### config.mk
export PLATFORM = sky130hd
export DESIGN_NAME = spp_port
export DESIGN_NICKNAME = d
export VERILOG_FILES = /design/src/spp_pkg.sv /design/src/spp_pin_cell.sv /design/src/spp_port.sv
export SDC_FILE = /design/constraint.sdc
export NUM_CORES = 1
export LEC_CHECK = 0
export ABC_AREA = 1
export BUFFER_PORTS_ARGS = -buffer_cell sky130_fd_sc_hd__buf_2
export CAP_MARGIN = 0
export CORE_MARGIN = 1
export CORE_UTILIZATION = 59
export DETAILED_ROUTE_END_ITERATION = 10
export GPL_ROUTABILITY_DRIVEN = 1
export PLACE_DENSITY_LB_ADDON = 0.15
export SLEW_MARGIN = 25
export SYNTH_ARGS = -nofsm -noshare
export SYNTH_HDL_FRONTEND = slang
export SYNTH_SLANG_ARGS = --single-unit
### constraint.sdc
create_clock -name aclk -period 3.5 [get_ports aclk]
set_input_delay 0.7 -clock aclk [delete_from_list [all_inputs] [get_ports aclk]]
set_output_delay 0.7 -clock aclk [all_outputs]
set_load 0.02 [all_outputs]
### src/spp_pkg.sv
// Package with register map, field constants and states for the shared pin port
package spp_pkg;
   // Register byte addresses
   localparam logic [7:0] SPP_ADDR_DIR      = 8'h00;
   localparam logic [7:0] SPP_ADDR_LATCH    = 8'h04;
   localparam logic [7:0] SPP_ADDR_LEVEL    = 8'h08;
   localparam logic [7:0] SPP_ADDR_ODSEL    = 8'h0c;
   localparam logic [7:0] SPP_ADDR_PERI_EN  = 8'h10;
   localparam logic [7:0] SPP_ADDR_ANALOG   = 8'h14;
   localparam logic [7:0] SPP_ADDR_IN_ONLY  = 8'h18;
   // Address field width used for decoding
   localparam int         SPP_AW            = 8;
   // Word alignment bits
   localparam int         SPP_ALIGN_BITS    = 2;
   // AXI response codes
   localparam logic [1:0] SPP_RESP_OKAY     = 2'h0;
   localparam logic [1:0] SPP_RESP_SLVERR   = 2'h2;
   // Reset values
   localparam logic [31:0] SPP_DIR_RST      = 32'hffffffff;
   localparam logic [31:0] SPP_ZERO         = 32'h00000000;
   // Write channel states, one-hot
   typedef enum logic [2:0] {
      SPP_W_IDLE = 3'b001,
      SPP_W_WAIT = 3'b010,
      SPP_W_RESP = 3'b100
   } spp_wstate_e;
endpackage

### src/spp_pin_cell.sv
// One pin bit: ownership multiplexers, drive enable and input qualification
`timescale 1ns/1ps
module spp_pin_cell
   import spp_pkg::*;
(
   input  wire logic aclk,         // System clock
   input  wire logic aresetn,      // Synchronous reset, active low
   input  wire logic present,      // Bit exists on this device
   input  wire logic dir_in,       // Direction bit, 1 is input
   input  wire logic latch,        // Output latch value
   input  wire logic od_sel,       // Open-drain select
   input  wire logic analog,       // Pin in analog mode
   input  wire logic peri_en,      // Sharing peripheral enabled
   input  wire logic peri_oe,      // Peripheral actively driving
   input  wire logic peri_out,     // Peripheral output data
   input  wire logic pin_in,       // Raw pin level
   output logic      pin_out,      // Pin output data
   output logic      pin_oe,       // Pin output enable
   output logic      peri_in,      // Level presented to peripheral
   output logic      level         // Synchronised level for reads
);
   logic sync1;
   logic sync2;
   logic peri_owns;
   logic port_data;
   logic port_oe;
   logic next_out;
   logic next_oe;

   // Peripheral takes the pin only while enabled and driving
   assign peri_owns = present & peri_en & peri_oe;
   // Open-drain drives only a low, floats a high
   assign port_data = od_sel ? 1'b0 : latch;
   assign port_oe   = present & ~dir_in & ~(od_sel & latch);
   // Output multiplexer pair
   assign next_out  = peri_owns ? peri_out : port_data;
   assign next_oe   = peri_owns ? 1'b1 : port_oe;

   // Registered pad drive; reset leaves the pin an input
   always_ff @(posedge aclk) begin
      if (!aresetn) begin
         pin_out <= 1'b0;
         pin_oe  <= 1'b0;
      end else begin
         pin_out <= next_out;
         pin_oe  <= next_oe;
      end
   end

   // Two-stage synchroniser on the pin level
   always_ff @(posedge aclk) begin
      if (!aresetn) begin
         sync1 <= 1'b0;
         sync2 <= 1'b0;
      end else begin
         sync1 <= pin_in;
         sync2 <= sync1;
      end
   end

   // Read level and peripheral input; port drive is masked from peri_in, not from level
   always_ff @(posedge aclk) begin
      if (!aresetn) begin
         level   <= 1'b0;
         peri_in <= 1'b0;
      end else begin
         level   <= present & ~analog & sync2;
         peri_in <= (peri_owns | ~port_oe) & sync2;
      end
   end
endmodule

### src/spp_port.sv
// Shared pin parallel port with AXI4-Lite register slave
`timescale 1ns/1ps
module spp_port
   import spp_pkg::*;
#(
   parameter int          WIDTH   = 16,          // Pins in the port
   parameter logic [31:0] PRESENT = 32'h0000ffff // Implemented bit mask
)
(
   input  wire logic             aclk,          // System clock
   input  wire logic             aresetn,       // Synchronous reset, low
   input  wire logic [7:0]       s_axi_awaddr,  // Write address
   input  wire logic             s_axi_awvalid, // Write address valid
   output logic                  s_axi_awready, // Write address ready
   input  wire logic [31:0]      s_axi_wdata,   // Write data
   input  wire logic [3:0]       s_axi_wstrb,   // Write byte strobes
   input  wire logic             s_axi_wvalid,  // Write data valid
   output logic                  s_axi_wready,  // Write data ready
   output logic [1:0]            s_axi_bresp,   // Write response
   output logic                  s_axi_bvalid,  // Write response valid
   input  wire logic             s_axi_bready,  // Write response ready
   input  wire logic [7:0]       s_axi_araddr,  // Read address
   input  wire logic             s_axi_arvalid, // Read address valid
   output logic                  s_axi_arready, // Read address ready
   output logic [31:0]           s_axi_rdata,   // Read data
   output logic [1:0]            s_axi_rresp,   // Read response
   output logic                  s_axi_rvalid,  // Read data valid
   input  wire logic             s_axi_rready,  // Read data ready
   input  wire logic [WIDTH-1:0] peri_oe,       // Peripheral drive enables
   input  wire logic [WIDTH-1:0] peri_out,      // Peripheral output data
   output logic      [WIDTH-1:0] peri_in,       // Peripheral input levels
   input  wire logic [WIDTH-1:0] pin_in,        // Pad input levels
   output logic      [WIDTH-1:0] pin_out,       // Pad output data
   output logic      [WIDTH-1:0] pin_oe         // Pad output enables
);
   // Width check
   if (WIDTH < 1 || WIDTH > 32) begin : g_bad_width
      $error("spp_port: WIDTH must be 1 to 32");
   end

   localparam logic [WIDTH-1:0] MASK = PRESENT[WIDTH-1:0];

   logic [WIDTH-1:0]  pin_direction_reg;
   logic [WIDTH-1:0]  output_latch_reg;
   logic [WIDTH-1:0]  open_drain_select_reg;
   logic [WIDTH-1:0]  peri_enable_reg;
   logic [WIDTH-1:0]  analog_sel_reg;
   logic [WIDTH-1:0]  input_only_reg;
   logic [WIDTH-1:0]  pin_level_reg;
   spp_wstate_e       wstate;
   logic              aw_held;
   logic              w_held;
   logic [SPP_AW-1:0] aw_addr;
   logic [31:0]       w_data;
   logic [3:0]        w_strb;
   logic              do_write;
   logic [SPP_AW-1:0] wa;
   logic [31:0]       next_rdata;
   logic [1:0]        next_rresp;
   logic              w_known;
   logic [31:0]       strb_mask;
   logic [WIDTH-1:0]  eff_peri_en;

   // Byte strobes widened to a bit mask
   always_comb begin
      for (int b = 0; b < 4; b++) begin
         strb_mask[b*8 +: 8] = {8{w_strb[b]}};
      end
   end

   // Write commit when both address and data are held
   assign do_write = (wstate == SPP_W_WAIT) & aw_held & w_held;
   assign wa       = aw_addr;

   // Address decoding for writes
   always_comb begin
      if (wa == SPP_ADDR_DIR)
         w_known = 1'b1;
      else if (wa == SPP_ADDR_LATCH)
         w_known = 1'b1;
      else if (wa == SPP_ADDR_LEVEL)
         w_known = 1'b1;
      else if (wa == SPP_ADDR_ODSEL)
         w_known = 1'b1;
      else if (wa == SPP_ADDR_PERI_EN)
         w_known = 1'b1;
      else if (wa == SPP_ADDR_ANALOG)
         w_known = 1'b1;
      else if (wa == SPP_ADDR_IN_ONLY)
         w_known = 1'b1;
      else
         w_known = 1'b0;
   end

   // Write channel: accept address and data in either order
   always_ff @(posedge aclk) begin
      if (!aresetn) begin
         wstate        <= SPP_W_IDLE;
         aw_held       <= 1'b0;
         w_held        <= 1'b0;
         aw_addr       <= '0;
         w_data        <= SPP_ZERO;
         w_strb        <= 4'h0;
         s_axi_awready <= 1'b0;
         s_axi_wready  <= 1'b0;
         s_axi_bvalid  <= 1'b0;
         s_axi_bresp   <= SPP_RESP_OKAY;
      end else begin
         case (wstate)
            SPP_W_IDLE: begin
               s_axi_awready <= 1'b1;
               s_axi_wready  <= 1'b1;
               wstate        <= SPP_W_WAIT;
            end
            SPP_W_WAIT: begin
               if (s_axi_awvalid && s_axi_awready) begin
                  aw_held       <= 1'b1;
                  aw_addr       <= {s_axi_awaddr[SPP_AW-1:SPP_ALIGN_BITS],
                                    {SPP_ALIGN_BITS{1'b0}}};
                  s_axi_awready <= 1'b0;
               end
               if (s_axi_wvalid && s_axi_wready) begin
                  w_held       <= 1'b1;
                  w_data       <= s_axi_wdata;
                  w_strb       <= s_axi_wstrb;
                  s_axi_wready <= 1'b0;
               end
               if (do_write) begin
                  aw_held      <= 1'b0;
                  w_held       <= 1'b0;
                  s_axi_bvalid <= 1'b1;
                  s_axi_bresp  <= w_known ? SPP_RESP_OKAY : SPP_RESP_SLVERR;
                  wstate       <= SPP_W_RESP;
               end
            end
            SPP_W_RESP: begin
               if (s_axi_bready) begin
                  s_axi_bvalid  <= 1'b0;
                  s_axi_awready <= 1'b1;
                  s_axi_wready  <= 1'b1;
                  wstate        <= SPP_W_WAIT;
               end
            end
            default: begin
               wstate <= SPP_W_IDLE;
            end
         endcase
      end
   end

   // Direction register; all inputs after reset
   always_ff @(posedge aclk) begin
      if (!aresetn)
         pin_direction_reg <= SPP_DIR_RST[WIDTH-1:0];
      else if (do_write && wa == SPP_ADDR_DIR)
         pin_direction_reg <= (pin_direction_reg & ~strb_mask[WIDTH-1:0])
                            | (w_data[WIDTH-1:0] & strb_mask[WIDTH-1:0]);
   end

   // Output latch, written through either latch or level address
   always_ff @(posedge aclk) begin
      if (!aresetn)
         output_latch_reg <= SPP_ZERO[WIDTH-1:0];
      else if (do_write && (wa == SPP_ADDR_LATCH || wa == SPP_ADDR_LEVEL))
         output_latch_reg <= (output_latch_reg & ~strb_mask[WIDTH-1:0])
                           | (w_data[WIDTH-1:0] & strb_mask[WIDTH-1:0]);
   end

   // Open-drain, peripheral enable, analog and input-only selects
   always_ff @(posedge aclk) begin
      if (!aresetn) begin
         open_drain_select_reg <= SPP_ZERO[WIDTH-1:0];
         peri_enable_reg       <= SPP_ZERO[WIDTH-1:0];
         analog_sel_reg        <= SPP_ZERO[WIDTH-1:0];
         input_only_reg        <= SPP_ZERO[WIDTH-1:0];
      end else if (do_write) begin
         if (wa == SPP_ADDR_ODSEL)
            open_drain_select_reg <= w_data[WIDTH-1:0];
         else if (wa == SPP_ADDR_PERI_EN)
            peri_enable_reg <= w_data[WIDTH-1:0];
         else if (wa == SPP_ADDR_ANALOG)
            analog_sel_reg <= w_data[WIDTH-1:0];
         else if (wa == SPP_ADDR_IN_ONLY)
            input_only_reg <= w_data[WIDTH-1:0];
      end
   end

   // Input-only functions never compete for the output path
   assign eff_peri_en = peri_enable_reg & ~input_only_reg;

   // Per-pin cells
   for (genvar i = 0; i < WIDTH; i++) begin : g_pin
      spp_pin_cell u_cell (
         .aclk     (aclk),
         .aresetn  (aresetn),
         .present  (MASK[i]),
         .dir_in   (pin_direction_reg[i]),
         .latch    (output_latch_reg[i]),
         .od_sel   (open_drain_select_reg[i]),
         .analog   (analog_sel_reg[i]),
         .peri_en  (eff_peri_en[i]),
         .peri_oe  (peri_oe[i]),
         .peri_out (peri_out[i]),
         .pin_in   (pin_in[i]),
         .pin_out  (pin_out[i]),
         .pin_oe   (pin_oe[i]),
         .peri_in  (peri_in[i]),
         .level    (pin_level_reg[i])
      );
   end

   // Read data mux; upper bits read zero, missing bits read zero only in direction, latch and level
   always_comb begin
      next_rdata = SPP_ZERO;
      next_rresp = SPP_RESP_OKAY;
      if (s_axi_araddr[SPP_AW-1:SPP_ALIGN_BITS] ==
          SPP_ADDR_DIR[SPP_AW-1:SPP_ALIGN_BITS])
         next_rdata[WIDTH-1:0] = pin_direction_reg & MASK;
      else if (s_axi_araddr[SPP_AW-1:SPP_ALIGN_BITS] ==
               SPP_ADDR_LATCH[SPP_AW-1:SPP_ALIGN_BITS])
         next_rdata[WIDTH-1:0] = output_latch_reg & MASK;
      else if (s_axi_araddr[SPP_AW-1:SPP_ALIGN_BITS] ==
               SPP_ADDR_LEVEL[SPP_AW-1:SPP_ALIGN_BITS])
         next_rdata[WIDTH-1:0] = pin_level_reg;
      else if (s_axi_araddr[SPP_AW-1:SPP_ALIGN_BITS] ==
               SPP_ADDR_ODSEL[SPP_AW-1:SPP_ALIGN_BITS])
         next_rdata[WIDTH-1:0] = open_drain_select_reg;
      else if (s_axi_araddr[SPP_AW-1:SPP_ALIGN_BITS] ==
               SPP_ADDR_PERI_EN[SPP_AW-1:SPP_ALIGN_BITS])
         next_rdata[WIDTH-1:0] = peri_enable_reg;
      else if (s_axi_araddr[SPP_AW-1:SPP_ALIGN_BITS] ==
               SPP_ADDR_ANALOG[SPP_AW-1:SPP_ALIGN_BITS])
         next_rdata[WIDTH-1:0] = analog_sel_reg;
      else if (s_axi_araddr[SPP_AW-1:SPP_ALIGN_BITS] ==
               SPP_ADDR_IN_ONLY[SPP_AW-1:SPP_ALIGN_BITS])
         next_rdata[WIDTH-1:0] = input_only_reg;
      else
         next_rresp = SPP_RESP_SLVERR;
   end

   // Read channel: one read at a time, data one cycle after address
   always_ff @(posedge aclk) begin
      if (!aresetn) begin
         s_axi_arready <= 1'b0;
         s_axi_rvalid  <= 1'b0;
         s_axi_rdata   <= SPP_ZERO;
         s_axi_rresp   <= SPP_RESP_OKAY;
      end else if (s_axi_rvalid) begin
         if (s_axi_rready) begin
            s_axi_rvalid  <= 1'b0;
            s_axi_arready <= 1'b1;
         end
      end else if (s_axi_arvalid && s_axi_arready) begin
         s_axi_arready <= 1'b0;
         s_axi_rvalid  <= 1'b1;
         s_axi_rdata   <= next_rdata;
         s_axi_rresp   <= next_rresp;
      end else begin
         s_axi_arready <= 1'b1;
      end
   end
endmodule

Word-level counts from Yosys, hierarchy flattened

Index checks and enable logic that the tools add are counted.
Widths: inputs -> output; s select.

Flip-flop bits (word level): 246
Input bits: 107
Word-level logic and storage cells: 427
Output and inout bits: 89

Mux-type cells: 91
Reduce and logical (&&, ||, !) cells: 26
Equality and inequality tests: 20
Bitwise gates (word level): 174

Operators by type and width:

| kind               | count |
|---|---|
| $mux 16            | 7 |
| $and 1x1->1        | 82 |
| $mux 1             | 70 |
| $not 1->1          | 68 |
| $and 16x16->16     | 4 |
| $eq 6x3->1 const B | 6 |
| $not 16->16        | 2 |
| $or 16x16->16      | 2 |
| $eq 6x2->1 const B | 4 |
| $mux 2             | 8 |
| $or 1x1->1         | 16 |
| $reduce_and 2->1   | 8 |
| $eq 6x1->1 const B | 2 |
| $reduce_and 3->1   | 4 |
| $pmux 3 s3         | 1 |
| $logic_not 8->1    | 1 |
| $logic_not 6->1    | 1 |
| $mux 3             | 2 |
| $ne 2x1->1 const B | 3 |
| $pmux 1 s3         | 2 |
| $reduce_bool 2->1  | 3 |
| $logic_and 1x1->1  | 5 |
| $reduce_and 5->1   | 1 |
| $ne 2x2->1 const B | 2 |
| 7 further kinds    | 7 |

Depth between registers and ports, before layout

Gate-level depths: netlist of run 1.

Depth after elaboration: 9
Gate-level depth with buffers: 10
Depth with buffers taken out: 10

Cells and area by module

Synthesis of run 1 repeated with hierarchy kept, for this count alone.

Cells, all modules: 1,276
Area, all modules: 9,945.8 µm²

Modules (own cells, without submodules):

| module       | instances | cells each | area each (µm²) | sequential area each (µm²) |
|---|---|---|---|---|
| spp_port     | 1         | 828        | 6,382.4         | 2,962.8 |
| spp_pin_cell | 16        | 28         | 222.7           | 120.1 |

Least setup slack after synthesis of run 1

Ideal clock, no wire load.

Path kind: in2reg
Start: in s_axi_araddr[7]
End: reg s_axi_rdata[11]
Stages: 8
Setup slack: 1.783 ns
Setup time: 0.070 ns
Data arrival time: 1.646 ns
Buffers on the path: 1
Path through: nor2_4 -> nand2_1 -> nor3_4 -> buf_6 -> nand2_1 -> nand4_1 -> nand2_1 -> a21oi_1

Cells in the longest elaborated chain, start to end: 8

Ends and longest elaborated chain:

| element              | RTL line        | text |
|---|---|---|
| from (decl)          | spp_port.sv:22  | `input wire logic [7:0] s_axi_araddr,` |
| $eq 6x3->1           | spp_port.sv:234 | `else if (s_axi_araddr[SPP_AW-1:SPP_ALIGN_BITS] ==` |
| $mux 16              | spp_port.sv:234 |  |
| $mux 16              | spp_port.sv:231 | `else if (s_axi_araddr[SPP_AW-1:SPP_ALIGN_BITS] ==` |
| $mux 16              | spp_port.sv:228 | `else if (s_axi_araddr[SPP_AW-1:SPP_ALIGN_BITS] ==` |
| $mux 16              | spp_port.sv:225 | `else if (s_axi_araddr[SPP_AW-1:SPP_ALIGN_BITS] ==` |
| $mux 16              | spp_port.sv:222 | `else if (s_axi_araddr[SPP_AW-1:SPP_ALIGN_BITS] ==` |
| $mux 16              | spp_port.sv:219 | `else if (s_axi_araddr[SPP_AW-1:SPP_ALIGN_BITS] ==` |
| $mux 16 *            | spp_port.sv:216 | `if (s_axi_araddr[SPP_AW-1:SPP_ALIGN_BITS] ==` |
| to (signal assigned) | spp_port.sv:256 | `s_axi_rdata <= next_rdata;` |
| to (decl)            | spp_port.sv:25  | `output logic [31:0] s_axi_rdata,` |

Mark *: on every way between the ends. The rest lies on a longest branch, timed or not.
A chain may end at the register's enable or synchronous reset.

Final worst setup path of run 1

Start: reg wstate[2]
End: reg peri_enable_reg[9]

Cells in the longest elaborated chain, start to end: 4

Ends and longest elaborated chain:

| element                    | RTL line        | text |
|---|---|---|
| from (decl)                | spp_port.sv:50  | `spp_wstate_e wstate;` |
| from (signal assigned)     | spp_port.sv:98  | `wstate <= SPP_W_IDLE;` |
| from (signal assigned)     | spp_port.sv:113 | `wstate <= SPP_W_WAIT;` |
| from (signal assigned)     | spp_port.sv:133 | `wstate <= SPP_W_RESP;` |
| $eq 3x2->1                 | spp_port.sv:72  | `assign do_write = (wstate == SPP_W_WAIT) & aw_held & w_held;` |
| $and 1x1->1 (2 in a row)   | spp_port.sv:72  |  |
| $reduce_and 3->1 (no line) | n/a             |  |
| to (signal assigned)       | spp_port.sv:173 | `peri_enable_reg <= SPP_ZERO[WIDTH-1:0];` |
| to (signal assigned)       | spp_port.sv:180 | `peri_enable_reg <= w_data[WIDTH-1:0];` |
| to (decl)                  | spp_port.sv:46  | `logic [WIDTH-1:0] peri_enable_reg;` |

Every way passes these cells.

==> results of run 1 <==
## report_power, final
part | switching [mW] | internal (mW) | leakage [nW] | total [mW]
combinational | 0.217 | 0.107 | 2.47 | 0.324
sequential | 0.0303 | 2.84 | 1.98 | 2.87
clock | 1.05 | 1.56 | 0.403 | 2.61
total | 1.29 | 4.50 | 4.85 | 5.80
## cell families after synthesis
logic type,Yosys count,share of synthesized area (%)
flip-flops,244,50.4
AO/OA/AOI/OAI,379,20.3
buffers and inverters,284,14.1
AND/OR/NAND/NOR,334,15.2
other,1,0.0387
## final timing paths
kind | start | depth (start not counted) | endpoint
setup / recovery | wstate[2]$_SDFFE_PN0P_ | 8 | peri_enable_reg[9]$_SDFFE_PN0P_
hold / removal | pin_in[5] | 3 | g_pin[5].u_cell.sync1$_SDFF_PN0_
setup reg to reg | wstate[2]$_SDFFE_PN0P_ | 8 | peri_enable_reg[9]$_SDFFE_PN0P_
hold reg to reg | g_pin[4].u_cell.sync1$_SDFF_PN0_ | 2 | g_pin[4].u_cell.sync2$_SDFF_PN0_
## per-stage QoR
step	utilization (%)	cells	total power [mW]	instance area, um2
final	68.8	1564	5.80	11000
after global routing	68.8	1564	6.00	11000
after CTS	68.8	1564	5.82	11000
after detailed placement	63.7	1520	3.25	10200
after global placement	63.7	1520	3.24	10200
after floorplan	-	1259	3.14	9750
## critical path, stage by stage, from the launching register on
cell	delay, ns
dfxtp_1	0.31
nor2_1	0.09
nand2_1	0.10
inv_2	0.12
nand3_4	0.13
nor2_4	0.14
nand4_2	0.72
o21ai_0	0.52
a21oi_1	0.08
## cells in the final DEF, fill, tap and decap left out
master	count
a21oi_1	187
a311oi_1	1
buf_12	2
buf_2	154
buf_4	10
bufinv_16	2
clkbuf_1	6
clkbuf_16	25
clkbuf_8	5
clkinv_2	6
conb_1	18
dfxtp_1	244
inv_1	158
inv_2	5
nand2_1	170
nand2_2	1
nand3_1	26
nand3_2	3
nand3_4	1
nand3b_1	2
nand3b_2	1
nand4_1	10
nand4_2	1
nor2_1	101
nor2_2	5
nor2_4	9
nor3_1	1
nor3_2	1
nor3_4	1
o2111ai_1	1
o211ai_1	21
o21ai_0	135
o21ai_1	31
o21bai_1	3
or2_2	1
## final cells by class
class	count	area (um2)	share of cell area, %
Clock buffer	36	717	6.54
Inverter	163	612	5.58
Tap cell	216	270	2.46
Multi-Input combinational cell	731	3500	32.0
Clock inverter	8	90.1	0.822
Timing Repair Buffer	166	886	8.08
Sequential cell	244	4880	44.6
## routing by layer
| layer | up-vias | global-route usage (%) | wire [um] |
|---|---|---|---|
| met5 | - | 0 | 0 |
| met4 | 0 | 6.63 | 299 |
| met3 | 28 | 4.59 | 1600 |
| met2 | 285 | 45.5 | 10800 |
| met1 | 3685 | 36.9 | 10400 |
| li1 | 4122 | - | - |
==> results.cfg, run 1 <==
[global_route]
overflow = 0
antenna_found_initial = 0
grt_max_degree = 67
grt_util_all_layers_pct = 27.3
first_global_vias = 7222
grt_pass1_wl_um = 36000

[sta]
rsz0062_at_grt = no
max_clock_freq_mhz = 421
setup_viol = 0
fin_setup_tns_ns = 0
whs_ns = 0.366
fin_crit_sh_pct = 67.8
setup_slack_ns = 1.13
finalHoldViolations = 0
slew_headroom_pct = 36.7
fin_worst_skew_ns = 0.00786
min_period_ns = 2.37
slew_viol_final = 0
tightestPinTransition_ns = 0.947

[place]
gp_congestion = 0.810
dp_hpwl_um = 14700
place_ws_ns = 1.07
numPortBuffers = 155

[power]
peakVddDrop_mv = 0.326
leakage_nw = 4.85
p_per_area_nw_per_um2 = 529

[routing]
ant_nets = 0
initialDrtViolationCount = 599
drt_pre_antenna_iters = 6
drc = 0
wl_per_cell_um = 14.7
wirelength_um = 23000
dr_total_vias = 8120
post_drt_via_cell_ratio = 5.19

[cells_and_area]
area_growth_pct = 13.2
drive_gt1_share_pct = 17.3
fillers = 1387
diodes = 0
num-nets-final = 1438

[cts]
clockRootBuffer = clkbuf_16
clk_pin_slew_worst_paths_ns = 0.06
cts_hold_buf = 0
htreeDepth = 1
cts_tree = done
cts_resized = 0
clock_latency_ns = 0.51
cts_made_buffers = 25
postCtsSetupBuffers = 0
clk_path_buf_depth = 3
cts_sinks = 244

[yosys]
ys.flop_type = dfxtp_1
ys_seq_area_share_pct = 50.4
yosysMostFrequentCell = dfxtp_1
yosysTopAreaCell = dfxtp_1
synthTopCellsByArea = dfxtp_1 50%, a21oi_1 9.7%, o21ai_0 7.0%
syn-cell-area_um2 = 9690
avgSynthCellArea_um2 = 7.80
synth-edff-count = 0
yosysWarnings = 0
syn-instance-count = 1242
synth_seq_cells = 244
netlist_top_cells_count = 244 x dfxtp_1, 187 x a21oi_1, 171 x nand2_1
async_reset_ff_share_pct = 0
synth_top_area_share_pct = 50.4
synth_cell_type_count = 30

[floorplanning]
core_um2 = 15900
die_h_um = 130
die-area_um2 = 16900
ios = 196
rows = 46
die_w_um = 130
start_util_pct = 60.8

[critical_path]
required_ns = 3.86
reg2reg_slack_ns = 1.13
worstSetupStartpointType = flip-flop
path_class = flip-flop to flip-flop
cp_data_arrival_time_ns = 2.74
end_kind = flip-flop
path_max_fanout = 30

[job]
maxCapViolCount = 0

[hold_path]
min_path_type = primary input to flip-flop

[run_status]
outcome = finished, final reports clean
(Power assumes the default switching activity.)
==> run 2: changes to the inputs <==
ABC_AREA = 0   (was 1)
CORE_UTILIZATION = 55   (was 59)
clock period = 2.45 ns   (was 3.5 ns; I/O delays follow)
==> run 2 against run 1 <==
Effect of this change: combinational power up 41%; hold slack worse by 0.19 ns; first-iteration DRC count down 3.8%; synthesized cell count down 14%; critical path depth down 3; setup slack worse by 0.61 ns; maximum frequency up 23%; wire length up 5.2%; register-to-register slack worse by 0.61 ns; synthesized area up 4.3%; flip-flop and latch count unchanged.
==> results.cfg, run 2 <==
[yosys]
syn-instance-count = 1068
synth-edff-count = 0
ys.flop_type = dfxtp_1
synth_cell_type_count = 50
avgSynthCellArea_um2 = 9.46
yosysWarnings = 0
synthTopCellsByArea = dfxtp_1 48%, mux2i_1 11%, nand2_1 6.2%
yosysTopAreaCell = dfxtp_1
async_reset_ff_share_pct = 0
synth_seq_cells = 244
synth_top_area_share_pct = 48.3
ys_seq_area_share_pct = 48.3
syn-cell-area_um2 = 10100
yosysMostFrequentCell = dfxtp_1
netlist_top_cells_count = 244 x dfxtp_1, 167 x nand2_1, 107 x mux2i_1

[critical_path]
worstSetupStartpointType = flip-flop
required_ns = 2.89
end_kind = flip-flop
path_max_fanout = 10
cp_data_arrival_time_ns = 2.37
path_class = flip-flop to flip-flop

[power]
p_per_area_nw_per_um2 = 710
leakage_nw = 4.86
peakVddDrop_mv = 0.730
power.total_mw = 8.18

[sta]
rsz0062_at_grt = no
fin_setup_tns_ns = 0
finalHoldViolations = 0
slew_headroom_pct = 58.6
fin_crit_sh_pct = 79.0
tightestPinTransition_ns = 0.616
setup_viol = 0
fin_worst_skew_ns = 0.0224
min_period_ns = 1.93
max_clock_freq_mhz = 517
slew_viol_final = 0

[cells_and_area]
fin_util_pct = 64.1
area_growth_pct = 13.9
drive_gt1_share_pct = 21.5
layout_common_cells = 244 x dfxtp_1, 167 x nand2_1, 154 x buf_2
finalInstanceArea_um2 = 11500
num-nets-final = 1277
instances_no_fill = 1418
final_common_cell = dfxtp_1

[floorplanning]
ios = 196
core_um2 = 18000
die-area_um2 = 18900
die_h_um = 138
start_util_pct = 56.3
rows = 49
die_w_um = 138

[cts]
clockRootBuffer = clkbuf_16
postCtsSetupBuffers = 0
cts_tree = done
clk_pin_slew_worst_paths_ns = 0.06
clk_path_buf_depth = 3
htreeDepth = 1
clock_latency_ns = 0.52
cts_sinks = 244
cts_hold_buf = 0
cts_resized = 0
cts_made_buffers = 25

[routing]
dr_total_vias = 7694
drc = 0
initialDrtViolationCount = 576
post_drt_via_cell_ratio = 5.43
ant_nets = 0
wirelength_um = 24200
drt_pre_antenna_iters = 5
wl_per_cell_um = 17.1

[place]
gp_congestion = 0.854
dp_cells = 1372
dp_hpwl_um = 16800
numPortBuffers = 155
placed_area_um2 = 10700

[run_status]
outcome = finished, final reports clean

[global_route]
grt_util_all_layers_pct = 25.6
grt_max_degree = 90
first_global_vias = 6995
overflow = 0
grt_pass1_wl_um = 37300
antenna_found_initial = 3

[hold_path]
min_path_type = primary input to flip-flop

[job]
maxCapViolCount = 0
[run 2: power by group]
| group | internal [mW] | leakage, nW | switching, mW |
|---|---|---|---|
| sequential | 4.04 | 1.98 | 0.0389 |
| clock | 2.14 | 0.388 | 1.51 |
| combinational | 0.183 | 2.50 | 0.274 |
| total | 6.36 | 4.86 | 1.82 |
[run 2: worst paths after layout]
path                                   startpoint                                 to  slack [ns]  cells past startpoint
hold / removal                         pin_in[10]  g_pin[10].u_cell.sync1$_SDFF_PN0_        0.18                      2
setup / recovery           wstate[1]$_SDFFE_PN0P_     analog_sel_reg[3]$_SDFFE_PN0P_        0.52                      5
setup reg to reg           wstate[1]$_SDFFE_PN0P_     analog_sel_reg[3]$_SDFFE_PN0P_        0.52                      5
hold reg to reg   analog_sel_reg[10]$_SDFFE_PN0P_  g_pin[10].u_cell.level$_SDFF_PN0_        0.43                      1
[run 2: cell families after synthesis]
family	after synthesis	share of synthesized area [%]
compound gates	187	12.6
buf+inv	142	8.53
simple gates	378	18.0
flops	244	48.3
mux	115	12.4
other cells	1	0.0371
xor+xnor	1	0.0867
[run 2: worst max-delay path: stages, from the launching register on]
cell,delay (ns)
dfxtp_1,0.42
or3b_4,0.44
nor3_4,0.25
and4b_1,0.25
buf_4,0.28
mux2i_1,0.22
[run 2: final cells by class]
type | count | area (um2)
diodes | 2 | 5.00
well taps | 229 | 287
clock inverters | 6 | 58.8
flip-flops and latches | 244 | 4880
clock buffers | 38 | 724
multi-input cells | 699 | 4420
inverters | 10 | 37.5
fillers | 1519 | 6450
repair buffers | 190 | 1090
[run 2: per-stage QoR]
step           setup slack, ns  hold WS [ns]
3_5_place_dp             0.365         0.418
6_report                 0.515         0.177
3_3_place_gp             0.378         0.414
4_1_cts                  0.513         0.162
2_1_floorplan            0.419         0.412
5_1_grt                  0.362         0.178
[run 2: metal layers]
layer | vias to the layer above | global-route usage (%) | routed length [um]
li1 | 3795 | - | -
met3 | 34 | 3.16 | 1390
met4 | 0 | 7.33 | 592
met2 | 260 | 40.1 | 10800
met1 | 3605 | 37.0 | 11500
met5 | - | 0 | 0
==> run 3: changes to the inputs <==
clock period = 1.9 ns   (was 2.45 ns; I/O delays follow)
==> run 3 against run 2 <==
Effect of this change: via count increased by 1.4%; power increased by 28%; register-to-register slack got worse by 0.45 ns; wire length increased by 1.0%; final cell count increased by 0.92%; clock-buffer cell count decreased by 4; hold slack got worse by 0.11 ns; setup slack got worse by 0.45 ns; first-iteration DRC count decreased by 11%; combinational power increased by 40%; maximum frequency increased by 5.3%; largest cell class unchanged; highest routed layer unchanged.
==> results.cfg, run 3 (synthesis results as in run 2) <==
[critical_path]
end_kind = flip-flop
worstSetupStartpointType = flip-flop
path_class = flip-flop to flip-flop
cp_data_arrival_time_ns = 2.27
required_ns = 2.33
path_max_fanout = 6

[floorplanning]
start_util_pct = 56.3
ios = 196
core_um2 = 18000
die_w_um = 138
die-area_um2 = 18900
die_h_um = 138
rows = 49

[global_route]
first_global_vias = 7261
grt_util_all_layers_pct = 25.9
grt_pass1_wl_um = 37900
overflow = 0
antenna_found_initial = 0
grt_max_degree = 48

[cts]
cts_sinks = 244
cts_tree = done
clockRootBuffer = clkbuf_16
cts_made_buffers = 25
htreeDepth = 1
clock_latency_ns = 0.51
clk_pin_slew_worst_paths_ns = 0.06
clk_path_buf_depth = 3

[sta]
rsz0062_at_grt = yes
max_clock_freq_mhz = 544
setup_viol = 0
whs_ns = 0.0645
slew_viol_final = 0
fin_crit_sh_pct = 96.7
finalHoldViolations = 0
fin_setup_tns_ns = 0
min_period_ns = 1.84
fin_worst_skew_ns = 0.0105

[run_status]
outcome = finished, final reports clean

[cells_and_area]
fillers = 1529
area_growth_pct = 16.4
final_common_cell = dfxtp_1
num-nets-final = 1297
seq_area_um2 = 4890
multi_input_area_um2 = 4430
layout_common_cells = 243 x dfxtp_1, 167 x nand2_1, 154 x buf_2
diodes = 0
drive_gt1_share_pct = 22.9

[power]
leakage_nw = 4.97
p_per_area_nw_per_um2 = 888
peakVddDrop_mv = 0.755

[routing]
ant_nets = 0
drc = 0
wirelength_um = 24500
post_drt_via_cell_ratio = 5.45
drt_pre_antenna_iters = 5
dr_total_vias = 7803
initialDrtViolationCount = 512
wl_per_cell_um = 17.1

[job]
maxCapViolCount = 0

[hold_path]
min_path_type = primary input to flip-flop

[place]
dp_hpwl_um = 16900
gp_congestion = 0.828
numPortBuffers = 155
[run 3: path summary, 6_finish.rpt]
path         slack [ns]                              from                                to  cells after the start
max                0.06           aw_addr[7]$_SDFFE_PN0P_   peri_enable_reg[8]$_SDFFE_PN0P_                      6
min                0.06                      s_axi_wvalid         s_axi_wready$_SDFFE_PN0P_                      2
max reg2reg        0.06           aw_addr[7]$_SDFFE_PN0P_   peri_enable_reg[8]$_SDFFE_PN0P_                      6
min reg2reg        0.43  g_pin[6].u_cell.sync1$_SDFF_PN0_  g_pin[6].u_cell.sync2$_SDFF_PN0_                      1
[run 3: metal layers]
layer | up-vias | part of all wire [%] | GRT usage [%]
li1 | 3837 | - | -
met1 | 3658 | 45 | 34.7
met2 | 274 | 47 | 43.3
met3 | 34 | 6.1 | 3.90
met4 | 0 | 1.6 | 7.39
met5 | - | 0 | 0
[run 3: timing repair]
action | CTS | global route
hold buffers | 0 | 0
setup buffers | 0 | 3
resized for setup | 0 | 4
endpoints found under the setup margin | 0 | 19
[run 3: metrics by stage]
stage	utilization [%]	instance area, um2	total power [mW]	cells	setup slack (ns)
after global routing	65.5	11800	10.8	1431	-0.0284
after floorplan	-	10200	5.74	1085	0.00587
after detailed placement	60.9	10900	5.99	1388	-0.000865
after global placement	60.9	10900	5.99	1388	0.00813
final	65.5	11800	10.4	1431	0.0621
after CTS	65.1	11700	10.5	1427	0.0431
[run 3: report_power, final]
| part | internal [mW] | switching [mW] |
|---|---|---|
| logic | 0.268 | 0.370 |
| registers | 5.20 | 0.0424 |
| clock network | 2.68 | 1.89 |
[run 3: final cells by class]
class / count / share of cell area [%]
Clock buffer: 34 / 5.95
Clock inverter: 5 / 0.447
Inverter: 10 / 0.319
Multi-Input combinational cell: 699 / 37.7
Sequential cell: 244 / 41.5
Tap cell: 229 / 2.44
Timing Repair Buffer: 210 / 11.6
[run 3: worst max-delay path, stage by stage, from the launching register on]
cell     delay (ns)
dfxtp_2        0.32
or3_4          0.40
nor3_4         0.26
nor4b_4        0.26
buf_4          0.19
buf_8          0.14
mux2i_1        0.19
